[src/core/ssof_map.svh]
// Constants for the servo status flag block: widths, codes, timing counts.
// Assumes a 100 MHz system clock.
`ifndef SSOF_MAP_SVH
`define SSOF_MAP_SVH
`define SSOF_CLK_MHZ         100
`define SSOF_POS_W           32
`define SSOF_SPD_W           16
`define SSOF_NC_HOLD_MS      1500
`define SSOF_NC_HOLD_CYC     (`SSOF_NC_HOLD_MS * 1000 * `SSOF_CLK_MHZ)
`define SSOF_BRK_UNIT_CYC    32'h0001_86a0
`define SSOF_LAST_ENTRY      4'hf
`define SSOF_TQSEL_STEP      1'b1
`define SSOF_FMT_POINT       2'h0
`define SSOF_FMT_POS         2'h1
`define SSOF_FMT_NEG         2'h2
`define SSOF_POS_MAX         32'h7fff_ffff
`define SSOF_A_CTRL          32'h0000_0000
`define SSOF_A_SPDLIM        32'h0000_0004
`define SSOF_A_TQSPD         32'h0000_0008
`define SSOF_A_ZWIDTH        32'h0000_000c
`define SSOF_A_ZSPD          32'h0000_0010
`define SSOF_A_PT1           32'h0000_0014
`define SSOF_A_PT2           32'h0000_0018
`define SSOF_A_PTW           32'h0000_001c
`define SSOF_A_HOME          32'h0000_0020
`define SSOF_A_HRANGE        32'h0000_0024
`define SSOF_A_SOT           32'h0000_0028
`define SSOF_A_BRKDLY        32'h0000_002c
`define SSOF_A_STATUS        32'h0000_0030
`define SSOF_A_ENDMARK       32'h0000_0034
`endif

[src/core/ssof_pkg.sv]
// Types for the servo status flag block.
// Assumes ssof_map.svh constants.
package ssof_pkg;
   typedef enum logic [1:0] {
      CM_POSITION = 2'b00,
      CM_SPEED    = 2'b01,
      CM_TORQUE   = 2'b10
   } ssof_mode_t;
   typedef enum logic [1:0] {
      BR_OFF  = 2'b00,
      BR_ON   = 2'b01,
      BR_HOLD = 2'b10
   } ssof_brk_t;
   typedef struct packed {
      logic [31:0] position;
      logic [31:0] command;
      logic [15:0] speed;
      logic        dirPos;
      logic        moving;
      logic        inPosition;
      logic        homed;
      logic        pulseOp;
      logic        intPos;
   } ssof_motion_t;
   typedef struct packed {
      logic speedLimit;
      logic overwrite;
      logic brake;
      logic alarmNo;
      logic alarmNc;
      logic area1;
      logic area2;
      logic limiter;
      logic overtravel;
      logic cycleEnd;
      logic homeDone;
      logic zeroDev;
      logic zeroSpeed;
      logic ready;
      logic baseEnable;
      logic rapidDecel;
   } ssof_flags_t;
endpackage

[src/core/ssof_status_flags.sv]
// Servo status flag logic with APB register slave.
// Assumes motion values from the servo loops on the same clock; pins are raw.
`timescale 1ns/100ps
`include "ssof_map.svh"
module ssof_status_flags #(
   parameter int unsigned NC_HOLD_CYC = `SSOF_NC_HOLD_CYC
) (
   input  wire logic                  clock,
   input  wire logic                  rst,
   input  wire logic                  psel,
   input  wire logic                  penable,
   input  wire logic                  pwrite,
   input  wire logic [31:0]           paddr,
   input  wire logic [31:0]           pwdata,
   output logic      [31:0]           prdata,
   output logic                       pready,
   output logic                       pslverr,
   input  wire ssof_pkg::ssof_motion_t motion,
   input  wire ssof_pkg::ssof_mode_t   ctrlMode,
   input  wire logic [15:0]           multistepSpeed,
   input  wire logic                  teachActive,
   input  wire logic                  teachWritten,
   input  wire logic                  protectEvent,
   input  wire logic                  servoCtrlReady,
   input  wire logic                  seqStart,
   input  wire logic [3:0]            startAddr,
   input  wire logic                  pulseRatioOn,
   input  wire logic                  homingRun,
   input  wire logic                  servoOnPin,
   input  wire logic                  forcedStopPin,
   input  wire logic                  freeRunPin,
   input  wire logic                  mainPowerPin,
   input  wire logic                  alarmResetPin,
   input  wire logic                  otPosPin,
   input  wire logic                  otNegPin,
   output ssof_pkg::ssof_flags_t       flags,
   output logic                       limitStop,
   output logic [3:0]                 seqEntry
);
   // Configuration registers
   logic [31:0] ctrl_q, spdLim_q, tqSpd_q, zWidth_q, zSpd_q, pt1_q, pt2_q, ptw_q;
   logic [31:0] home_q, hRange_q, sot_q, brkDly_q, endMark_q;
   wire         selTqStep = ctrl_q[0];
   wire  [1:0]  areaFmt   = ctrl_q[2:1];
   wire         seqEnable = ctrl_q[3];
   wire         intData   = ctrl_q[4];
   wire  [15:0] contMap   = ctrl_q[31:16];

   // Pin synchronisers: three stages, change taken when last two agree
   localparam int NPIN = 7;
   wire  [NPIN-1:0] pinRaw = {otNegPin, otPosPin, alarmResetPin, mainPowerPin,
                              freeRunPin, forcedStopPin, servoOnPin};
   logic [NPIN-1:0] s1_q, s2_q, s3_q, pin_q;
   genvar g;
   generate
      for (g = 0; g < NPIN; g++)
      begin : g_sync
         always_ff @(posedge clock)
         begin
            if (rst)
            begin
               s1_q[g]  <= 1'b0;
               s2_q[g]  <= 1'b0;
               s3_q[g]  <= 1'b0;
               pin_q[g] <= 1'b0;
            end
            else
            begin
               s1_q[g] <= pinRaw[g];
               s2_q[g] <= s1_q[g];
               s3_q[g] <= s2_q[g];
               if (s2_q[g] == s3_q[g])
                  pin_q[g] <= s3_q[g];
            end
         end
      end
   endgenerate
   wire servoOn = pin_q[0];
   wire forcedStopOk = pin_q[1];
   wire freeRun = pin_q[2];
   wire mainPower = pin_q[3];
   wire alarmReset = pin_q[4];
   wire otPosOk = pin_q[5];
   wire otNegOk = pin_q[6];

   // APB slave, zero wait states
   wire        apbWr  = psel & penable & pwrite;
   wire        apbRd  = psel & ~penable & ~pwrite;
   wire [31:0] addr   = {paddr[31:2], 2'b00};
   wire        mapped = (addr <= `SSOF_A_ENDMARK);

   // Alarm latch
   logic alarm_q, rstSeen_q;
   wire  alarmRise = alarmReset & ~rstSeen_q;
   wire  alarm_d   = protectEvent | (alarm_q & ~alarmRise);

   // Normally-closed hold-off after power-up
   logic [31:0] ncCnt_q;
   wire         ncHold = (ncCnt_q < NC_HOLD_CYC);

   // Speed flags
   wire [15:0] spdMag  = motion.speed[15] ? 16'(-motion.speed) : motion.speed;
   wire [15:0] tqLimit = (selTqStep == `SSOF_TQSEL_STEP) ? multistepSpeed : tqSpd_q[15:0];
   wire [15:0] actLim  = (ctrlMode == ssof_pkg::CM_TORQUE) ? tqLimit : spdLim_q[15:0];
   wire        spdHit  = (spdMag >= actLim);
   wire        zSpdHit = (spdMag <= zSpd_q[15:0]);

   // Position differences
   wire [31:0] devRaw = motion.command - motion.position;
   wire [31:0] devMag = devRaw[31] ? 32'(-devRaw) : devRaw;
   wire        zDevHit = (devMag <= zWidth_q);
   wire [31:0] hRaw = motion.position - home_q;
   wire [31:0] hMag = hRaw[31] ? 32'(-hRaw) : hRaw;
   wire        hAny = (hRange_q == 32'h0) | (hRange_q == `SSOF_POS_MAX);
   wire        homeIn = motion.homed & (hAny | (hMag <= hRange_q));

   // Area detection, generated per area
   wire [31:0] areaSet [2];
   assign areaSet[0] = pt1_q;
   assign areaSet[1] = pt2_q;
   logic [1:0] areaHit;
   generate
      for (g = 0; g < 2; g++)
      begin : g_area
         wire [31:0] d  = motion.position - areaSet[g];
         wire [31:0] dm = d[31] ? 32'(-d) : d;
         wire above = $signed(motion.position) > $signed(areaSet[g]);
         assign areaHit[g] = motion.homed &
            ((areaFmt == `SSOF_FMT_POINT) ? (dm <= ptw_q) :
             (areaFmt == `SSOF_FMT_POS) ? above :
             (areaFmt == `SSOF_FMT_NEG) ? ~above : 1'b0);
      end
   endgenerate

   // Software limiter and overtravel
   wire limActive = (ctrlMode == ssof_pkg::CM_POSITION) & motion.homed & ~motion.intPos;
   wire atSoft = motion.dirPos ? ($signed(motion.position) >= $signed(sot_q))
                               : ($signed(motion.position) <= -$signed(sot_q));
   wire hwOt = (motion.dirPos & ~otPosOk) | (~motion.dirPos & ~otNegOk);
   wire otHit = hwOt | (motion.homed & atSoft);
   logic limTrip_q, limDir_q;
   wire  limReverse = limTrip_q & motion.moving & (motion.dirPos != limDir_q);

   // Sequential cycle end
   logic [3:0] entry_q;
   logic       cycEnd_q;
   wire        seqOn = seqEnable & intData;
   wire        seqKill = ~servoOn | pulseRatioOn | homingRun | otHit;
   function automatic logic [3:0] nextEntry(input logic [3:0] e, input logic [15:0] cm);
      logic [3:0] n;
      n = e;
      for (int i = 0; i < 16; i++)
         if (n != `SSOF_LAST_ENTRY && cm[n])
            n = n + 4'h1;
      if (n != `SSOF_LAST_ENTRY)
         n = n + 4'h1;
      return n;
   endfunction
   wire [3:0] startEntry = (startAddr == 4'h0) ? nextEntry(entry_q, contMap) : startAddr;
   wire       atEnd = endMark_q[entry_q] | (entry_q == `SSOF_LAST_ENTRY);

   // Brake / ready sequencing
   ssof_pkg::ssof_brk_t brk_q;
   logic [31:0] brkCnt_q;
   wire  readyCond = servoOn & forcedStopOk & ~freeRun & ~alarm_q & servoCtrlReady & mainPower;
   wire  hardDrop = alarm_q | ~mainPower;
   wire [31:0] brkLimit = 32'(brkDly_q * `SSOF_BRK_UNIT_CYC);

   logic [31:0] rd;
   always_comb
   begin
      case (addr)
         `SSOF_A_CTRL:    rd = ctrl_q;
         `SSOF_A_SPDLIM:  rd = spdLim_q;
         `SSOF_A_TQSPD:   rd = tqSpd_q;
         `SSOF_A_ZWIDTH:  rd = zWidth_q;
         `SSOF_A_ZSPD:    rd = zSpd_q;
         `SSOF_A_PT1:     rd = pt1_q;
         `SSOF_A_PT2:     rd = pt2_q;
         `SSOF_A_PTW:     rd = ptw_q;
         `SSOF_A_HOME:    rd = home_q;
         `SSOF_A_HRANGE:  rd = hRange_q;
         `SSOF_A_SOT:     rd = sot_q;
         `SSOF_A_BRKDLY:  rd = brkDly_q;
         `SSOF_A_STATUS:  rd = {12'h0, entry_q, flags};
         `SSOF_A_ENDMARK: rd = endMark_q;
         default:         rd = 32'h0;
      endcase
   end

   always_ff @(posedge clock)
   begin
      if (rst)
      begin
         {ctrl_q, spdLim_q, tqSpd_q, zWidth_q, zSpd_q, pt1_q, pt2_q} <= '0;
         {ptw_q, home_q, hRange_q, sot_q, brkDly_q, endMark_q} <= '0;
         prdata  <= 32'h0;
         pready  <= 1'b0;
         pslverr <= 1'b0;
      end
      else
      begin
         pready  <= psel & ~penable;
         pslverr <= psel & ~penable & ~mapped;
         if (apbRd)
            prdata <= rd;
         if (apbWr & mapped)
         begin
            case (addr)
               `SSOF_A_CTRL:    ctrl_q <= pwdata;
               `SSOF_A_SPDLIM:  spdLim_q <= pwdata;
               `SSOF_A_TQSPD:   tqSpd_q <= pwdata;
               `SSOF_A_ZWIDTH:  zWidth_q <= pwdata;
               `SSOF_A_ZSPD:    zSpd_q <= pwdata;
               `SSOF_A_PT1:     pt1_q <= pwdata;
               `SSOF_A_PT2:     pt2_q <= pwdata;
               `SSOF_A_PTW:     ptw_q <= pwdata;
               `SSOF_A_HOME:    home_q <= pwdata;
               `SSOF_A_HRANGE:  hRange_q <= pwdata;
               `SSOF_A_SOT:     sot_q <= pwdata;
               `SSOF_A_BRKDLY:  brkDly_q <= pwdata;
               `SSOF_A_ENDMARK: endMark_q <= pwdata;
               default:         ;
            endcase
         end
      end
   end

   // Protection state
   always_ff @(posedge clock)
   begin
      if (rst)
      begin
         alarm_q   <= 1'b0;
         rstSeen_q <= 1'b0;
         ncCnt_q   <= 32'h0;
         limTrip_q <= 1'b0;
         limDir_q  <= 1'b0;
      end
      else
      begin
         alarm_q   <= alarm_d;
         rstSeen_q <= alarmReset;
         if (ncHold)
            ncCnt_q <= ncCnt_q + 32'h1;
         if (limActive & atSoft & ~limTrip_q)
         begin
            limTrip_q <= 1'b1;
            limDir_q  <= motion.dirPos;
         end
         else if (limReverse)
            limTrip_q <= 1'b0;
      end
   end

   // Sequential positioning
   always_ff @(posedge clock)
   begin
      if (rst)
      begin
         entry_q  <= 4'h0;
         cycEnd_q <= 1'b0;
      end
      else
      begin
         if (seqStart)
         begin
            entry_q  <= startEntry;
            cycEnd_q <= 1'b0;
         end
         else if (~seqOn | seqKill)
            cycEnd_q <= 1'b0;
         else if (atEnd & motion.inPosition)
            cycEnd_q <= 1'b1;
      end
   end

   // Brake / ready state machine
   always_ff @(posedge clock)
   begin
      if (rst)
      begin
         brk_q    <= ssof_pkg::BR_OFF;
         brkCnt_q <= 32'h0;
      end
      else
      begin
         case (brk_q)
            ssof_pkg::BR_OFF:
               if (readyCond)
                  brk_q <= ssof_pkg::BR_ON;
            ssof_pkg::BR_ON:
               if (hardDrop)
                  brk_q <= ssof_pkg::BR_OFF;
               else if (~servoOn)
               begin
                  brk_q    <= ssof_pkg::BR_HOLD;
                  brkCnt_q <= 32'h0;
               end
            ssof_pkg::BR_HOLD:
               if (hardDrop | (brkCnt_q + 32'h1 >= brkLimit))
                  brk_q <= ssof_pkg::BR_OFF;
               else
                  brkCnt_q <= brkCnt_q + 32'h1;
            default:
               brk_q <= ssof_pkg::BR_OFF;
         endcase
      end
   end

   // Output flags, registered
   always_ff @(posedge clock)
   begin
      if (rst)
      begin
         flags     <= '0;
         limitStop <= 1'b0;
         seqEntry  <= 4'h0;
      end
      else
      begin
         flags.speedLimit <= spdHit;
         flags.overwrite  <= teachActive & (teachWritten | flags.overwrite);
         flags.brake      <= (brk_q == ssof_pkg::BR_ON) & readyCond & ~hardDrop;
         flags.alarmNo    <= alarm_d;
         flags.alarmNc    <= ~alarm_d & ~ncHold;
         flags.area1      <= areaHit[0];
         flags.area2      <= areaHit[1];
         flags.limiter    <= limTrip_q & ~limReverse & motion.inPosition;
         flags.overtravel <= otHit;
         flags.cycleEnd   <= cycEnd_q & ~seqKill;
         flags.homeDone   <= homeIn;
         if (ctrlMode == ssof_pkg::CM_POSITION)
            flags.zeroDev <= zDevHit;
         flags.zeroSpeed  <= zSpdHit;
         flags.ready      <= ((brk_q == ssof_pkg::BR_HOLD) | ((brk_q == ssof_pkg::BR_ON) & readyCond)) & ~hardDrop;
         flags.baseEnable <= (brk_q == ssof_pkg::BR_ON) & ~hardDrop;
         flags.rapidDecel <= limActive & atSoft & motion.pulseOp;
         limitStop        <= limActive & atSoft & ~limReverse;
         seqEntry         <= entry_q;
      end
   end

   chk_alarm_hold_sticky: assert property (@(posedge clock) disable iff (rst)
      $rose(alarm_q) ##1 (~alarmReset [*2]) |-> alarm_q)
      else $error("alarm cleared without reset edge");
   chk_alarm_drop_outputs: assert property (@(posedge clock) disable iff (rst)
      alarm_q |=> (~flags.baseEnable & ~flags.ready & ~flags.brake))
      else $error("alarm did not drop drive outputs");
   chk_power_drop_outputs: assert property (@(posedge clock) disable iff (rst)
      ~mainPower |=> ~flags.ready & ~flags.baseEnable)
      else $error("power loss left ready or base on");
   chk_nc_hold_time: assert property (@(posedge clock) disable iff (rst)
      ncHold |=> ~flags.alarmNc)
      else $error("closed alarm active during hold");
   chk_zero_speed_flag: assert property (@(posedge clock) disable iff (rst)
      ~$past(rst) |-> flags.zeroSpeed == $past(spdMag <= zSpd_q[15:0]))
      else $error("zero speed mismatch");
   chk_zero_dev_hold: assert property (@(posedge clock) disable iff (rst)
      (ctrlMode != ssof_pkg::CM_POSITION) |=> $stable(flags.zeroDev))
      else $error("zero deviation changed outside position mode");
   chk_area_needs_home: assert property (@(posedge clock) disable iff (rst)
      ~motion.homed |=> ~flags.area1 & ~flags.area2)
      else $error("area flag before homing");
   chk_cycle_end_marker_suppress: assert property (@(posedge clock) disable iff (rst)
      seqKill |=> ~flags.cycleEnd)
      else $error("cycle end while suppressed");
   chk_brake_servo_off: assert property (@(posedge clock) disable iff (rst)
      (brk_q == ssof_pkg::BR_HOLD) |=> ~flags.brake)
      else $error("brake released during hold");
   chk_ot_pins: assert property (@(posedge clock) disable iff (rst)
      (motion.dirPos & ~otPosOk) |=> flags.overtravel)
      else $error("positive overtravel missed");
endmodule // ssof_status_flags

[config.mk]
export PLATFORM = sky130hd
export DESIGN_NAME = ssof_status_flags
export DESIGN_NICKNAME = d
export VERILOG_FILES = /design/src/core/ssof_pkg.sv /design/src/core/ssof_status_flags.sv
export VERILOG_INCLUDE_DIRS = /design/src /design/src/core
export SDC_FILE = /design/constraint.sdc
export NUM_CORES = 2
export LEC_CHECK = 0
export BUFFER_PORTS_ARGS = -buffer_cell sky130_fd_sc_hd__buf_2
export CAP_MARGIN = 20
export CORE_MARGIN = 3
export CORE_UTILIZATION = 32
export DETAILED_ROUTE_END_ITERATION = 7
export SLEW_MARGIN = 20
export SYNTH_ARGS = -nofsm -noshare
export SYNTH_HDL_FRONTEND = slang
export SYNTH_SLANG_ARGS = --single-unit
[constraint.sdc]
create_clock -name clock -period 25.8 [get_ports clock]
set_input_delay 1.29 -clock clock [delete_from_list [all_inputs] [get_ports clock]]
set_output_delay 1.29 -clock clock [all_outputs]
set_load 0.01 [all_outputs]
* Yosys cells after proc, flatten, opt, wreduce, memory -nomap -nowiden
Cells that the tools add are included. W data, S select, Z words.
Storage, ports and cells: flip-flop bits (word level) 573, bits of input ports 191
Operators by class: add/sub/neg operators 29, multipliers 1, $lt $le $gt $ge 30, equality and inequality tests 51, multiplexer cells 78, bitwise gates (word level) 74, reductions and logical operators 40
Operators by type and width (count):
- $pmux W32 S14 | 1
- $mux W32 | 7
- $eq A30 B4 Y1 const B | 6
- $le A32 B32 Y1 | 5
- $neg A32 Y32 | 5
- $sub A32 B32 Y32 | 4
- $eq A30 B3 Y1 const B | 4
- $lt A4 B5 Y1 const B | 16
- $mux W4 | 18
- $add A4 B1 Y4 const B | 17
- $bmux W1 S4 | 17
- $ne A4 B4 Y1 const B | 17
- $add A32 B1 Y32 const B | 2
- $ge A32 B32 Y1 | 2
- $gt A32 B32 Y1 | 2
- $logic_not A32 Y1 | 2
- $pmux W32 S2 | 1
- $eq A30 B2 Y1 const B | 2
- $mux W16 | 3
- $and A1 B1 Y1 | 38
- $eq A32 B31 Y1 const B | 1
- $le A32 B6 Y1 const B | 1
- $lt A32 B28 Y1 const B | 1
- $mul A32 B12 Y27 const B | 1
- other kinds (25) | 130

* Logic depth before layout (Yosys ltp)
depth in word-level cells 67, depth in mapped cells 128, gate-level depth less buffers 117

* Worst setup path before layout
Ideal clock, no wire load.
kind register to register, from reg entry_q[0], to reg entry_q[1], data arrival time 24507 ps, required time 25717 ps, setup slack 1211 ps, stages on the path, launching flop included 120, buffers on the path 9, cells stage by stage dfxtp_1 -> ha_1 -> clkbuf_1 -> o32ai_2 -> o21a_1 -> nor2_1 -> a21oi_2 -> inv_2 -> ha_1 -> a21oi_1 -> nand4b_1 -> nand3_1 -> nand3_1 -> a21oi_2 -> nor2_1 -> o21ai_0 -> inv_1 -> ha_1 -> [... 84 more ...] -> o2111a_1 -> o41ai_4 -> a21oi_1 -> nor2_4 -> inv_1 -> ha_1 -> or2_2 -> o41a_1 -> o41a_1 -> nor2_1 -> xnor2_1 -> ha_1 -> or4_4 -> a31oi_4 -> mux2i_1 -> o211a_1 -> or4_1 -> o221ai_1
Between the ends: word-level cells in the longest chain between the ends 67, elaborated cells on any way between the ends 100
Ends and longest elaborated chain:
- from (decl) | RTL line ssof_status_flags.sv:145 | logic [3:0] entry_q;
- from (signal assigned) | RTL line ssof_status_flags.sv:268 | entry_q <= startEntry;
- $bmux W1 S4 | RTL line ssof_status_flags.sv:153 | if (n != `SSOF_LAST_ENTRY && cm[n])
- $mux W1 (not written as such) | RTL line ssof_status_flags.sv:153
- $logic_and A1 B1 Y1 | RTL line ssof_status_flags.sv:153
- $mux W4 (*) | RTL line ssof_status_flags.sv:153
- $bmux W1 S4 | RTL line ssof_status_flags.sv:153
- $mux W1 (not written as such) | RTL line ssof_status_flags.sv:153
- $logic_and A1 B1 Y1 | RTL line ssof_status_flags.sv:153
- $mux W4 (*) | RTL line ssof_status_flags.sv:153
- [... 51 more ...]
- $mux W4 (*) | RTL line ssof_status_flags.sv:153
- $bmux W1 S4 | RTL line ssof_status_flags.sv:153
- $mux W1 (not written as such) | RTL line ssof_status_flags.sv:153
- $logic_and A1 B1 Y1 | RTL line ssof_status_flags.sv:153
- $mux W4 (*) | RTL line ssof_status_flags.sv:153
- $add A4 B1 Y4 / $ne A4 B4 Y1 (equally long branches)
- $mux W4 (*) | RTL line ssof_status_flags.sv:155 | if (n != `SSOF_LAST_ENTRY)
- $mux W4 (*) | RTL line ssof_status_flags.sv:159 | wire [3:0] startEntry = (startAddr == 4'h0) ? nextEntry(entry_q, contMap) : startAddr;
Mark *: on every way between the ends. The rest lies on a longest branch, timed or not. The select of a mux whose other input is x is not followed. A chain may end at the register's enable or synchronous reset.

* Final worst setup path
from reg entry_q[0], to reg entry_q[2]
Same word-level chain as after synthesis.

==> flow_metrics.env <==
export IMPL_worst_endpoint_arrival_ns=24.68
export IMPL_die_height_um=400
export IMPL_worst_path_stages=108
export IMPL_grt_pass1_wl_um=294000
export IMPL_relative_slew_slack_pct=23.9
export IMPL_worst_slack_setup_final_ns=1.66
export IMPL_synthesis_nets=7296
export IMPL_placement_rows=144
export IMPL_global_route_overflow_total=0
export IMPL_detail_route_iter0_violations=5075
export IMPL_worst_hold_path_cell_count=1
export IMPL_vias_per_cell=5.63
export IMPL_drt_total_wl_um=198000
export IMPL_grt_start_max_net_pins=143
export IMPL_critPathTopFamily="compound AO/OA/AOI/OAI gates"
export IMPL_ioPinCount=246
export IMPL_cts_buffer_depth=3
export IMPL_die_x_um=400
export IMPL_floorplan_initialDensity_pct=32.3
export IMPL_clk_pin_slew_ns=0.06
export IMPL_numCtsBuffers=69
export IMPL_worst_path_max_delay_cell="or4_4"
export IMPL_syn_inst=6530
export IMPL_grt_pass1_vias=46800
export IMPL_ctsHoldBuffers=0
export IMPL_port_buffers=243
export IMPL_dp_hpwl_um=151000
export IMPL_status="finished with violations"
export IMPL_clock_latency_ns=0.63
export IMPL_commonest_non_fill_non_tap_cell_in_the_layout="nand2_1"
export IMPL_achievable_frequency_mhz=41.4
export IMPL_critical_path_max_stage_delay_ns=0.57
export IMPL_drt_pass1_iter_count=8
export IMPL_async_reset_ff_share_pct=0
export IMPL_cp_required_ns=26.34
export IMPL_synth_seq_area_share_pct=23.0
export IMPL_worst_r2r_path_depth=108
export IMPL_antenna_found_initial=26
export IMPL_tritoncts="built"
export IMPL_finalNetCount=7425
export IMPL_synth_cell_type_count=136
export IMPL_finish_utilization_pct=36.2
export IMPL_track_usage_pct=23.7
export IMPL_routed_wire_length_per_instance_um=22.6
export IMPL_timing_worst_setup_path_type="register to register"
export IMPL_cts_h_tree_depth=3
export IMPL_critPathLaunchType="register"
export IMPL_gp_routability_congestion=0.964
export IMPL_core_mm2=0.154
export IMPL_final_cell_mix="nand2_1 (1075), a21oi_1 (785), dfxtp_1 (571)"
export IMPL_syn_mean_instance_area_um2=7.62
export IMPL_final_setup_viol_count=0
export IMPL_antenna_left=0
export IMPL_count_of_yosys_warnings_during_synthesis=0
export IMPL_postSynthRegisterBits=573
export IMPL_skew_ns=0.0187
export IMPL_dr_total_vias=49300
export IMPL_critPathMaxFanout=15
export IMPL_timing_final_crit_period_ns=24.14
export IMPL_synth_edf_count=0
export IMPL_grt_setup_unrepaired="no"
export IMPL_cp_common_cell="ha_1"
export IMPL_violations="design-rule violations"
export IMPL_finalHoldViolations=0
export IMPL_cts_sink_count=573
export IMPL_area_growth_pct=12.2
export IMPL_hold_class="register to register"
export IMPL_final_cell_count_no_fill=8764
export IMPL_critical_path_buf_inv_count=12
export IMPL_synth_area_mm2=0.0498
export IMPL_worst_slew_pin_transition_ns=1.13
export IMPL_fin_tns_setup_ns=0
export IMPL_place_inst=8628
export IMPL_drive_above_1_share_pct=10.9
export IMPL_min_period_over_period_pct=93.6
export IMPL_die_area_mm2=0.160
export IMPL_route_detailed_drc=3
export IMPL_dp_worst_setup_slack_ns=0.847
export IMPL_worstSetupEndpointType="register"
export IMPL_ys_flop_type="dfxtp_1"
export IMPL_cts_root_buffer="clkbuf_16"
export IMPL_final_max_slew_violation_count=0
export IMPL_cap_violations=0
layer usage:
metal | global-route usage (%) | part of all wire, % | vias to the layer above
met5 | 0 | 0.091 | -
met4 | 9.70 | 4.4 | 26
met3 | 4.30 | 8.9 | 391
met2 | 37.9 | 44 | 2132
met1 | 31.5 | 42 | 23600
li1 | - | - | 23200
area by class of cell:
class,count,area [µm²]
inverters,543,2050
repair buffers,396,2380
clock inverters,32,465
multi-input cells,5076,35000
fillers,16300,98400
flip-flops and latches,573,11500
clock buffers,89,1900
diodes,11,27.5
well taps,2044,2560
synthesized netlist by cell type (all sizes together) (48+ instances only):
cell,instances,area share (%)
a21o,79,1.2
a21oi,792,8.0
a22oi,94,1.4
and3,48,0.60
buf,72,1.0
clkbuf,262,2.0
dfxtp,573,23
fa,73,2.9
ha,502,13
inv,539,4.1
mux2i,111,2.3
nand2,1083,8.2
nand2b,96,1.2
nand3,99,1.0
nand4,109,1.4
nor2,332,2.6
nor2b,102,1.3
nor3,126,1.3
nor4,54,0.75
o21ai,256,2.6
o21bai,79,1.2
or3,54,0.68
xnor2,254,4.6
xor2,123,2.2
per-stage QoR:
step	cell area, µm²	hold WS, ns
floorplan	49800	0.408
global placement	53300	0.419
detailed placement	53300	0.423
CTS	55700	0.433
global route	55800	0.441
finish	55800	0.429
final timing paths:
kind / slack (ns) / from / endpoint
hold reg to reg: 0.43 / brk_q[1] / brk_q[0]
setup / recovery: 1.66 / entry_q[0] / entry_q[2]
setup reg to reg: 1.66 / entry_q[0] / entry_q[2]
hold / removal: 0.43 / brk_q[1] / brk_q[0]
cell families after synthesis:
group	synth area share (%)
AO/OA/AOI/OAI	21.7
XOR/XNOR	6.72
adder cells (fa/ha/maj)	15.6
buffers and inverters	7.20
flip-flops	23.0
multiplexers	4.72
AND/OR/NAND/NOR	21.0
repair_timing:
| item | 4_1_cts | 5_1_grt |
|---|---|---|
| setup endpoints to repair | 0 | 4 |
| resized for setup | 0 | 25 |
| buffers inserted | 0 | 4 |
| endpoints found under the hold margin | 0 | 0 |
Power is left out: the tool's default activity adds up to more than one toggle a clock period on the data nets, which glitch-free logic cannot reach.
